==> src/design/psm_pkg.sv <==
package psm_pkg;

    localparam int PSM_ADDR_W = 4;
    localparam int PSM_NUM_REGS = 12;
    localparam int PSM_FLD_W = 2;

    // Register indices on the register port
    localparam logic [3:0] PSM_OFF_PA_LO = 4'h0;
    localparam logic [3:0] PSM_OFF_PA_HI = 4'h1;
    localparam logic [3:0] PSM_OFF_PB_LO = 4'h2;
    localparam logic [3:0] PSM_OFF_PB_HI = 4'h3;
    localparam logic [3:0] PSM_OFF_PC_LO = 4'h4;
    localparam logic [3:0] PSM_OFF_PC_HI = 4'h5;
    localparam logic [3:0] PSM_OFF_PD_LO = 4'h6;
    localparam logic [3:0] PSM_OFF_PD_HI = 4'h7;
    localparam logic [3:0] PSM_OFF_IS0 = 4'h8;
    localparam logic [3:0] PSM_OFF_IS1 = 4'h9;
    localparam logic [3:0] PSM_OFF_IS2 = 4'hA;
    localparam logic [3:0] PSM_OFF_IS3 = 4'hB;

    localparam logic [7:0] PSM_REG_RST = 8'h00;
    localparam logic [7:0] PSM_PC_HI_MASK = 8'h0F;

    // Field slots within a selector (slot n covers bits 2n+1:2n)
    localparam int PSM_SLOT0 = 0;
    localparam int PSM_SLOT1 = 1;
    localparam int PSM_SLOT2 = 2;
    localparam int PSM_SLOT3 = 3;

    // Field codes
    localparam logic [1:0] PSM_CODE0 = 2'h0;
    localparam logic [1:0] PSM_CODE1 = 2'h1;
    localparam logic [1:0] PSM_CODE2 = 2'h2;
    localparam logic [1:0] PSM_CODE3 = 2'h3;

    typedef enum logic [2:0] {
        PSM_K_GPIO,
        PSM_K_ANALOG,
        PSM_K_OUT,
        PSM_K_OD,
        PSM_K_BIDIR
    } psm_kind_t;

    function automatic logic [1:0] psm_fld(input logic [7:0] r, input int slot);
        psm_fld = r[slot*PSM_FLD_W +: PSM_FLD_W];
    endfunction

endpackage

==> src/design/psm_pin_shared_function_mux.sv <==
`timescale 1ns/10ps

// What this block does
// - PA3: 00/11 gpio with hall one, 01 comparator one plus, 10 analog five.
// - PA2: 00/11 gpio with capture and interrupt, 01 timer one, 10 reference.
// - PA1: 00 gpio, 01 analog three, 10 reference input, 11 op-amp plus.
// - PA0: 00/11 gpio with capture and filter, 01 timer zero, 10 analog zero.
// - PA7: 00 gpio with inputs, 01 analog seven, 10 SDA, 11 UART single wire.
// - PA6: 00 gpio, 01 analog eight, 10 timer two, 11 hall B output.
// - PA5/PA4: 00/11 gpio with hall, 01 comparator plus, 10 analog channel.
// - PB3: 00 gpio, 01 comparator three minus, 10 timer zero, 11 op-amp minus.
// - PB2: 00 gpio, 01 comparator two minus, 10 analog nine, 11 timer three.
// - PB1: 00 gpio, 01 comparator one minus, 10 common minus, 11 analog six.
// - PB1 code 10 shorts the three comparator minus inputs to common pin.
// - PB6: 00 gpio, 01 timer three, 10 timer three inverted, 11 op-amp out.
// - PB5: 00 gpio with hall three, 01 SCL, 10 hall A output, 11 UART TX.
// - PB4: 00 gpio, 01 timer two, 10 UART RX/TX, 11 timer two inverted.
// - PC0..PC3: 00 gpio, 01 gate drive A top/bottom, B top/bottom.
// - PC4/PC5: 00 gpio, 01 gate drive C top or bottom.
// - Upper four bits of second port C selector read as zero.
// - Direction 1 makes a gpio pin input, 0 a push-pull output.
module psm_pin_shared_function_mux
    import psm_pkg::*;
#(
    parameter int ADDR_W = PSM_ADDR_W
) (
    input wire logic clk,
    input wire logic resetn,
    input wire logic [ADDR_W-1:0] reg_addr,
    input wire logic [7:0] reg_wdata,
    input wire logic reg_wr,
    input wire logic reg_rd,
    output logic [7:0] reg_rdata,
    input wire logic [7:0] gpio_a,
    input wire logic [7:0] gpio_b,
    input wire logic [5:0] gpio_c,
    input wire logic [7:0] port_direction_bits_a,
    input wire logic [7:0] port_direction_bits_b,
    input wire logic [5:0] port_direction_bits_c,
    input wire logic tmr0_out,
    input wire logic timer_one_output,
    input wire logic tmr2_out,
    input wire logic tmr2_inv_out,
    input wire logic tmr3_out,
    input wire logic timer_three_inverted_out,
    input wire logic hall_a_output,
    input wire logic hall_b_output,
    input wire logic sda_drive_low,
    input wire logic scl_drive_low,
    input wire logic uart_tx,
    input wire logic uart_rxtx_out,
    input wire logic uart_rxtx_oe,
    input wire logic gate_phase_a_top,
    input wire logic gate_phase_a_bottom,
    input wire logic gate_phase_b_top,
    input wire logic gate_phase_b_bottom,
    input wire logic gate_phase_c_top,
    input wire logic gate_phase_c_bottom,
    output logic [7:0] pa_out,
    output logic [7:0] pa_oe,
    output logic [7:0] pb_out,
    output logic [7:0] pb_oe,
    output logic [5:0] pc_out,
    output logic [5:0] pc_oe,
    output logic [7:0] pa_analog,
    output logic [7:0] pb_analog,
    output logic [7:0] pa_din_en,
    output logic [7:0] pb_din_en,
    output logic cmp_neg_short
);

    logic [7:0] regs_r [PSM_NUM_REGS];
    logic [7:0] regs_nxt [PSM_NUM_REGS];
    psm_kind_t kind_a [8];
    psm_kind_t kind_b [8];
    logic [7:0] sig_a;
    logic [7:0] sig_b;
    logic [5:0] gate_c;
    logic [5:0] gsel_c;
    logic [7:0] pa_lo;
    logic [7:0] pa_hi;
    logic [7:0] pb_lo;
    logic [7:0] pb_hi;
    logic [7:0] pc_lo;
    logic [7:0] pc_hi;

    function automatic logic [1:0] pin_drive(input psm_kind_t k, input logic s,
                                             input logic g, input logic d,
                                             input logic boe);
        case (k)
            PSM_K_GPIO: pin_drive = {~d, g};
            PSM_K_OUT: pin_drive = {1'b1, s};
            PSM_K_OD: pin_drive = {s, 1'b0};
            PSM_K_BIDIR: pin_drive = {boe, s};
            default: pin_drive = 2'h0;
        endcase
    endfunction

    // Register file writes
    always_comb begin
        for (int i = 0; i < PSM_NUM_REGS; i++) begin
            regs_nxt[i] = regs_r[i];
        end
        if (reg_wr && (reg_addr < ADDR_W'(PSM_NUM_REGS))) begin
            regs_nxt[reg_addr] = reg_wdata;
            if (reg_addr == ADDR_W'(PSM_OFF_PC_HI)) begin
                regs_nxt[reg_addr] = reg_wdata & PSM_PC_HI_MASK;
            end
        end
    end

    always_ff @(posedge clk) begin
        for (int i = 0; i < PSM_NUM_REGS; i++) begin
            if (!resetn) begin
                regs_r[i] <= PSM_REG_RST;
            end else begin
                regs_r[i] <= regs_nxt[i];
            end
        end
    end

    always_ff @(posedge clk) begin
        if (!resetn) begin
            reg_rdata <= 8'h00;
        end else if (reg_rd && (reg_addr < ADDR_W'(PSM_NUM_REGS))) begin
            reg_rdata <= regs_r[reg_addr];
        end else begin
            reg_rdata <= 8'h00;
        end
    end

    assign pa_lo = regs_nxt[PSM_OFF_PA_LO];
    assign pa_hi = regs_nxt[PSM_OFF_PA_HI];
    assign pb_lo = regs_nxt[PSM_OFF_PB_LO];
    assign pb_hi = regs_nxt[PSM_OFF_PB_HI];
    assign pc_lo = regs_nxt[PSM_OFF_PC_LO];
    assign pc_hi = regs_nxt[PSM_OFF_PC_HI];

    // Port A decode
    always_comb begin
        kind_a = '{default: PSM_K_GPIO};
        sig_a = 8'h00;
        case (psm_fld(pa_lo, PSM_SLOT0))
            PSM_CODE1: begin
                kind_a[0] = PSM_K_OUT;
                sig_a[0] = tmr0_out;
            end
            PSM_CODE2: kind_a[0] = PSM_K_ANALOG;
            default: ;
        endcase
        if (psm_fld(pa_lo, PSM_SLOT1) != PSM_CODE0) begin
            kind_a[1] = PSM_K_ANALOG;
        end
        case (psm_fld(pa_lo, PSM_SLOT2))
            PSM_CODE1: begin
                kind_a[2] = PSM_K_OUT;
                sig_a[2] = timer_one_output;
            end
            PSM_CODE2: kind_a[2] = PSM_K_ANALOG;
            default: ;
        endcase
        case (psm_fld(pa_lo, PSM_SLOT3))
            PSM_CODE1, PSM_CODE2: kind_a[3] = PSM_K_ANALOG;
            default: ;
        endcase
        case (psm_fld(pa_hi, PSM_SLOT0))
            PSM_CODE1, PSM_CODE2: kind_a[4] = PSM_K_ANALOG;
            default: ;
        endcase
        case (psm_fld(pa_hi, PSM_SLOT1))
            PSM_CODE1, PSM_CODE2: kind_a[5] = PSM_K_ANALOG;
            default: ;
        endcase
        case (psm_fld(pa_hi, PSM_SLOT2))
            PSM_CODE1: kind_a[6] = PSM_K_ANALOG;
            PSM_CODE2: begin
                kind_a[6] = PSM_K_OUT;
                sig_a[6] = tmr2_out;
            end
            PSM_CODE3: begin
                kind_a[6] = PSM_K_OUT;
                sig_a[6] = hall_b_output;
            end
            default: ;
        endcase
        case (psm_fld(pa_hi, PSM_SLOT3))
            PSM_CODE1: kind_a[7] = PSM_K_ANALOG;
            PSM_CODE2: begin
                kind_a[7] = PSM_K_OD;
                sig_a[7] = sda_drive_low;
            end
            PSM_CODE3: begin
                kind_a[7] = PSM_K_BIDIR;
                sig_a[7] = uart_rxtx_out;
            end
            default: ;
        endcase
    end

    // Port B decode; slots for PB0 and PB7 stay gpio
    always_comb begin
        kind_b = '{default: PSM_K_GPIO};
        sig_b = 8'h00;
        case (psm_fld(pb_lo, PSM_SLOT1))
            PSM_CODE1, PSM_CODE2, PSM_CODE3: kind_b[1] = PSM_K_ANALOG;
            default: ;
        endcase
        case (psm_fld(pb_lo, PSM_SLOT2))
            PSM_CODE1, PSM_CODE2: kind_b[2] = PSM_K_ANALOG;
            PSM_CODE3: begin
                kind_b[2] = PSM_K_OUT;
                sig_b[2] = tmr3_out;
            end
            default: ;
        endcase
        case (psm_fld(pb_lo, PSM_SLOT3))
            PSM_CODE1, PSM_CODE3: kind_b[3] = PSM_K_ANALOG;
            PSM_CODE2: begin
                kind_b[3] = PSM_K_OUT;
                sig_b[3] = tmr0_out;
            end
            default: ;
        endcase
        case (psm_fld(pb_hi, PSM_SLOT0))
            PSM_CODE1: begin
                kind_b[4] = PSM_K_OUT;
                sig_b[4] = tmr2_out;
            end
            PSM_CODE2: begin
                kind_b[4] = PSM_K_BIDIR;
                sig_b[4] = uart_rxtx_out;
            end
            PSM_CODE3: begin
                kind_b[4] = PSM_K_OUT;
                sig_b[4] = tmr2_inv_out;
            end
            default: ;
        endcase
        case (psm_fld(pb_hi, PSM_SLOT1))
            PSM_CODE1: begin
                kind_b[5] = PSM_K_OD;
                sig_b[5] = scl_drive_low;
            end
            PSM_CODE2: begin
                kind_b[5] = PSM_K_OUT;
                sig_b[5] = hall_a_output;
            end
            PSM_CODE3: begin
                kind_b[5] = PSM_K_OUT;
                sig_b[5] = uart_tx;
            end
            default: ;
        endcase
        case (psm_fld(pb_hi, PSM_SLOT2))
            PSM_CODE1: begin
                kind_b[6] = PSM_K_OUT;
                sig_b[6] = tmr3_out;
            end
            PSM_CODE2: begin
                kind_b[6] = PSM_K_OUT;
                sig_b[6] = timer_three_inverted_out;
            end
            PSM_CODE3: kind_b[6] = PSM_K_ANALOG;
            default: ;
        endcase
    end

    // Port C gate-drive select; reserved codes fall back to gpio
    assign gate_c = {gate_phase_c_bottom, gate_phase_c_top, gate_phase_b_bottom,
                     gate_phase_b_top, gate_phase_a_bottom, gate_phase_a_top};
    assign gsel_c = {psm_fld(pc_hi, PSM_SLOT1) == PSM_CODE1,
                     psm_fld(pc_hi, PSM_SLOT0) == PSM_CODE1,
                     psm_fld(pc_lo, PSM_SLOT3) == PSM_CODE1,
                     psm_fld(pc_lo, PSM_SLOT2) == PSM_CODE1,
                     psm_fld(pc_lo, PSM_SLOT1) == PSM_CODE1,
                     psm_fld(pc_lo, PSM_SLOT0) == PSM_CODE1};

    generate
        for (genvar i = 0; i < 8; i++) begin : g_ab
            always_ff @(posedge clk) begin
                if (!resetn) begin
                    {pa_oe[i], pa_out[i]} <= 2'h0;
                    {pb_oe[i], pb_out[i]} <= 2'h0;
                    pa_analog[i] <= 1'b0;
                    pb_analog[i] <= 1'b0;
                    pa_din_en[i] <= 1'b0;
                    pb_din_en[i] <= 1'b0;
                end else begin
                    {pa_oe[i], pa_out[i]} <= pin_drive(kind_a[i], sig_a[i], gpio_a[i],
                        port_direction_bits_a[i], uart_rxtx_oe);
                    {pb_oe[i], pb_out[i]} <= pin_drive(kind_b[i], sig_b[i], gpio_b[i],
                        port_direction_bits_b[i], uart_rxtx_oe);
                    pa_analog[i] <= (kind_a[i] == PSM_K_ANALOG);
                    pb_analog[i] <= (kind_b[i] == PSM_K_ANALOG);
                    pa_din_en[i] <= ((kind_a[i] == PSM_K_GPIO) && port_direction_bits_a[i])
                        || (kind_a[i] == PSM_K_OD) || (kind_a[i] == PSM_K_BIDIR);
                    pb_din_en[i] <= ((kind_b[i] == PSM_K_GPIO) && port_direction_bits_b[i])
                        || (kind_b[i] == PSM_K_OD) || (kind_b[i] == PSM_K_BIDIR);
                end
            end
        end
        for (genvar j = 0; j < 6; j++) begin : g_c
            always_ff @(posedge clk) begin
                if (!resetn) begin
                    pc_out[j] <= 1'b0;
                    pc_oe[j] <= 1'b0;
                end else if (gsel_c[j]) begin
                    pc_out[j] <= gate_c[j];
                    pc_oe[j] <= 1'b1;
                end else begin
                    pc_out[j] <= gpio_c[j];
                    pc_oe[j] <= ~port_direction_bits_c[j];
                end
            end
        end
    endgenerate

    always_ff @(posedge clk) begin
        if (!resetn) begin
            cmp_neg_short <= 1'b0;
        end else begin
            cmp_neg_short <= (psm_fld(pb_lo, PSM_SLOT1) == PSM_CODE2);
        end
    end
endmodule

==> config.mk <==
export PLATFORM = sky130hd
export DESIGN_NAME = psm_pin_shared_function_mux
export DESIGN_NICKNAME = d
export VERILOG_FILES = /design/src/design/psm_pkg.sv /design/src/design/psm_pin_shared_function_mux.sv
export SDC_FILE = /design/constraint.sdc
export NUM_CORES = 1
export LEC_CHECK = 0
export ABC_CLOCK_PERIOD_IN_PS = 2600
export BUFFER_PORTS_ARGS = -buffer_cell sky130_fd_sc_hd__buf_2
export CAP_MARGIN = 10
export CORE_MARGIN = 4
export CORE_UTILIZATION = 45
export DETAILED_ROUTE_END_ITERATION = 16
export GPL_TIMING_DRIVEN = 0
export PLACE_DENSITY = 0.71
export RECOVER_POWER = 25
export SLEW_MARGIN = 10
export SYNTH_ARGS = -nofsm -noshare
export SYNTH_HDL_FRONTEND = slang
export SYNTH_SLANG_ARGS = --single-unit
==> constraint.sdc <==
create_clock -name clk -period 2.6 [get_ports clk]
set_clock_uncertainty 0.1 [all_clocks]
set_input_delay 0.26 -clock clk [delete_from_list [all_inputs] [get_ports clk]]
set_output_delay 0.26 -clock clk [all_outputs]
set_load 0.05 [all_outputs]
== Yosys cells after proc, flatten, opt, wreduce, memory -nomap -nowiden ==
Memories as Yosys holds them, arrays and structs flattened. A register that Yosys moved wholly into a read port is not among the register bits.
Index checks and enable logic that the tools add are counted.

* Bits of input ports: 79
* Word-level logic and storage cells: 352
* RAM bits: 96
* Memories: 1
* Output and inout bits: 85
* Bits in registers: 75

* Bitwise logic cells: 35
* Reduce and logical (&&, ||, !) cells: 72
* Equal/unequal tests: 97
* Magnitude comparators: 3
* Muxes and demuxes: 69

{| class="wikitable"
|+ Memories
! name !! words !! bits a word !! read ports !! clocked after Yosys merged registers in !! write ports !! RTL line !! RTL
|-
| regs_r || 12 || 8 || 13 || 1 || 12 || psm_pin_shared_function_mux.sv:72 || <nowiki>logic [7:0] regs_r [PSM_NUM_REGS];</nowiki>
|}

{| class="wikitable"
|+ Operators by type and width
! cell !! count
|-
| $bwmux 96 || 2
|-
| $mux 96 || 2
|-
| $mux 8 || 13
|-
| $eq 3x2->1 const B || 28
|-
| $pmux 2 s4 || 9
|-
| $eq 2x2->1 const B || 21
|-
| $eq 3x1->1 const B || 14
|-
| $eq 3x3->1 const B || 14
|-
| $logic_not 3->1 || 14
|-
| $eq 2x1->1 const B || 19
|-
| $demux 8 s4 || 1
|-
| $pmux 2 s3 || 5
|-
| $logic_or 1x1->1 || 28
|-
| $pmux 2 s2 || 7
|-
| $mux 1 || 23
|-
| $not 1->1 || 22
|-
| $reduce_or 2->1 || 9
|-
| $logic_and 1x1->1 || 17
|-
| $or 1x1->1 || 12
|-
| $pmux 3 s3 || 1
|-
| $pmux 1 s2 || 3
|-
| $pmux 1 s3 || 2
|-
| $pmux 3 s2 || 1
|-
| $ge 5x5->1 const B || 1
|-
| other kinds (8) || 8
|}

== Depth between registers and ports, before layout ==
* Depth after elaboration: 16
* Depth in mapped cells: 11
* Gate-level depth less buffers: 9

== Worst setup path after synthesis ==
No wires, ideal clock.

* Kind: input to register
* Start point: in reg_addr[0]
* End point: reg pa_oe[7]
* Stages: 10
* Setup time: 130 ps
* Path buffers: 2
* Required time: 2,370 ps
* Path slack: -37 ps
* Arrival: 2,407 ps
* Path through: buf_4 -> nand3b_2 -> or3_1 -> buf_4 -> mux2i_1 -> inv_1 -> ha_1 -> a221o_1 -> a222oi_1 -> nor3_1

{| class="wikitable"
|+ RTL lines
! item !! RTL line !! RTL
|-
| from (decl) || psm_pin_shared_function_mux.sv:29 || <nowiki>input wire logic [ADDR_W-1:0] reg_addr,</nowiki>
|-
| to (signal, indexed assignment) || psm_pin_shared_function_mux.sv:289 || <nowiki>{pa_oe[i], pa_out[i]} <= pin_drive(kind_a[i], sig_a[i], gpio_a[i],</nowiki>
|-
| to (decl) || psm_pin_shared_function_mux.sv:60 || <nowiki>output logic [7:0] pa_oe,</nowiki>
|}

==> impl_metrics.py <==
metrics = {
    "setup_path": {
        "critPathSlowestCell": "dlygate4sd3_1",
        "cp_data_arrival_time_ns": 2.77,
        "path_class": "in -> reg",
        "path_delay_family": "buffers and inverters",
        "cp-start-kind": "primary input",
        "regToRegStartpoint": "regs_r[1][7]$_SDFF_PN0_",
        "crit_fanout": 10,
        "r2r-end": "pa_oe[7]$_SDFF_PN0_",
        "cp.required_ns": 2.82,
        "cp_num_buf_inv": 5,
        "cpMostUsedCell": "buf_2",
        "worstSetupPathDepth": 11,
        "slowest_delay_ns": 0.56,
        "cp_cell_sequence": "buf_2 > buf_6 > nor3b_2 > nand2_1 > buf_2 > mux2i_2 > inv_1 > ha_1 > a22oi_1 > dlygate4sd3_1 > nor2_1",
        "end_kind": "flip-flop",
        "reg2reg_setup_slack_ns": 0.65,
        "rr_worst_depth": 6,
    },
    "clock_tree": {
        "clk_latency_ns": 0.43,
        "clock_path_buffers": 2,
        "clkSlewWorstSetupHoldPaths_ns": 0.07,
        "cts_tree": "done",
        "cts_buffers": 17,
        "cts_htree_levels": 4,
        "cts.sinks": 177,
        "cts_root_buf": "clkbuf_16",
    },
    "placement": {
        "hpwl_mm": 14.2,
        "routabilityCongestion": 0.859,
        "io_buffers": 158,
        "dp_cells": 1104,
    },
    "synth": {
        "synth-async-reset-ratio_pct": 0,
        "synthFlopType": "dfxtp_1",
        "synth-edff-count": 0,
        "synth_cells": 727,
        "ys_warn_count": 0,
        "synth_seq_cells": 177,
        "syn_avg_cell_area_um2": 10.1,
        "synth_area_um2": 7310,
        "yosys.cell_types.count": 47,
        "ys_seq_area_share_pct": 48.5,
    },
    "global_routing": {
        "grt_max_degree": 17,
        "grt_pass1_vias": 5949,
        "grt_remaining_overflow": 0,
        "grt_pass1_wl_mm": 31.0,
        "antenna_found_initial": 2,
        "grt_usage_pct": 21.7,
    },
    "power": {
        "peakVddDrop_mv": 0.489,
        "leakagePower_nw": 4.48,
        "power_density_nw_per_um2": 657,
    },
    "timing": {
        "slew_headroom_pct": 47.2,
        "max_freq_mhz": 393,
        "final_max_slew_viol_count": 0,
        "post-route-period-util_pct": 97.9,
        "setup_violations": 0,
        "rsz0062_at_grt": "yes",
        "tightest_slew_ns": 0.792,
        "fin_crit_ns": 2.55,
        "hold_viol_final": 0,
        "finalSetupTns_ns": 0,
    },
    "route": {
        "num_vias": 6088,
        "routed_wl_mm": 20.4,
        "drtPass1Iterations": 5,
        "ant_nets": 0,
        "drt_iter0_markers": 515,
        "viasPerCell": 5.12,
        "post_drt_wl_per_cell_um": 17.2,
        "drc_errors": 0,
    },
    "floorplanning": {
        "core_um2": 15900,
        "fp.dieH_um": 135,
        "fp-row-count": 46,
        "dieArea_um2": 18300,
        "pin_count": 164,
        "initial_utilization_pct": 46.0,
        "dieWidth_um": 135,
    },
    "final_layout": {
        "area_growth_pct": 30.7,
        "final_cells": 1189,
        "drive_gt1_share_pct": 26.6,
        "nNetsFinal": 1053,
        "fillers": 1346,
    },
    "min_path": {
        "min_to": "pa_out[6]$_SDFF_PN0_",
        "hold_class": "in -> reg",
        "hold_path_depth": 3,
        "min_from": "gpio_a[6]",
    },
    "run": {
        "maxCapViolCount": 0,
    },
    "status": {
        "status": "finished, final reports clean",
    },
}
[cell families (layout without fill, tap and decap cells)]
group,count (synthesis),count (layout),share of synthesized area (%)
fa+ha+maj,15,15,2.57
compound gates,84,84,6.34
flops,177,177,48.5
simple gates,249,249,15.8
other cells,1,5,0.0513
xor+xnor,6,6,0.719
buf+inv,74,316,4.61
mux,121,121,21.4
[worst reg2reg max path: stages, from the launching register on]
cell      delay [ns]
dfxtp_1         0.35
mux2i_4         0.20
inv_1           0.11
ha_1            0.30
a221o_1         0.35
a222oi_1        0.32
nor3_1          0.08
[power by group]
part | total (W) | leakage (nW) | internal [W] | switching (W)
Sequential | 0.00281 | 1.44 | 0.00279 | 0.0000248
Clock | 0.00268 | 0.300 | 0.00160 | 0.00109
Combinational | 0.000774 | 2.74 | 0.000263 | 0.000512
Total | 0.00627 | 4.48 | 0.00465 | 0.00162
[metal layers]
| metal | part of all wire [%] | global-route usage (%) | routed length [um] |
|---|---|---|---|
| met5 | 0.034 | 0 | 7 |
| met4 | 2.4 | 8.85 | 499 |
| met3 | 7.4 | 4.49 | 1500 |
| met2 | 48 | 36.2 | 9730 |
| met1 | 42 | 27.7 | 8660 |
[synthesized netlist by cell type, types with 2 or more instances]
cell type	count	share of area, %
nand2_1	41	2.1
dfxtp_1	177	48
mux2i_1	91	12
and2_1	15	1.3
and3_1	10	0.86
nand3b_1	2	0.21
buf_2	14	0.96
o21ai_0	17	1.2
mux2i_4	4	1.2
or3_1	2	0.17
nand2b_1	14	1.2
nor2_1	134	6.9
nor2_2	3	0.26
nor3_1	6	0.41
mux4_2	24	7.4
nand3b_2	2	0.31
buf_4	7	0.72
xor2_1	5	0.60
clkbuf_1	26	1.3
nor2b_1	10	0.86
inv_1	23	1.2
a21oi_1	52	3.6
ha_1	15	2.6
a211oi_1	2	0.21
a22oi_1	8	0.82
buf_6	2	0.31
[what timing repair did]
| item | CTS | global route |
|---|---|---|
| hold buffers | 51 | 0 |
| gates resized for setup | 1 | 8 |
| gates cloned | 0 | 0 |
| buffers inserted | 0 | 1 |
| endpoints found under the hold margin | 50 | 0 |
| setup endpoints to repair | 1 | 2 |
[worst max-delay path by stage]
stage                                end         from
floorplan            pa_oe[7]$_SDFF_PN0_  reg_addr[0]
global placement     pa_oe[7]$_SDFF_PN0_  reg_addr[1]
detailed placement   pa_oe[7]$_SDFF_PN0_  reg_addr[1]
CTS                  pa_oe[7]$_SDFF_PN0_  reg_addr[0]
global route        pa_out[2]$_SDFF_PN0_  reg_addr[0]
finish              pa_out[2]$_SDFF_PN0_  reg_addr[0]
[placed cells by master, fill, tap and decap left out, types with 2 or more instances in the layout]
cell type,synthesis,final
a21oi_1,52,52
nor2_1,134,134
dfxtp_1,177,177
mux2i_2,1,3
and2_1,15,14
o21ai_0,17,17
nor2b_1,10,10
nand2_1,41,41
clkinvlp_4,0,2
mux2i_1,91,88
clkbuf_1,26,27
clkinv_2,0,2
xor2_1,5,5
a22oi_1,8,8
ha_1,15,15
nor2_2,3,3
and3_1,10,10
clkbuf_8,0,3
bufinv_16,0,3
nand3b_1,2,2
dlygate4sd3_1,0,51
mux2i_4,4,5
conb_1,1,4
nor3_1,6,6
buf_4,7,6
inv_1,23,23
or3_4,1,2
clkinv_4,0,2
clkbuf_16,0,17
buf_6,2,4
mux4_2,24,24
a211oi_1,2,2
inv_6,0,2
nand2b_1,14,14
buf_2,14,171
nand3b_2,2,2
[metrics by stage]
stage	worst slack [ns]	hold slack [ns]	total power (W)	util (%)	cell area [um^2]
2_1_floorplan	0.0542	0.232	0.00336	-	7330
3_3_place_gp	-0.548	0.334	0.00357	52.8	8390
3_5_place_dp	-0.577	0.331	0.00358	52.8	8390
4_1_cts	0.0124	0.00379	0.00630	60.0	9520
5_1_grt	-0.0545	0.0241	0.00646	60.1	9550
6_report	0.0548	0.0128	0.00627	60.1	9550
[layout make-up]
type	count	area (um^2)	share of cell area [%]
diodes	1	2.50	0.0262
inverters	24	90.1	0.943
clock inverters	11	150	1.57
well taps	216	270	2.83
clock buffers	21	470	4.92
flip-flops and latches	177	3540	37.1
repair buffers	210	1310	13.7
multi-input cells	479	3460	36.3
plain buffers	50	254	2.66
Power figures use the tool's default switching activity.
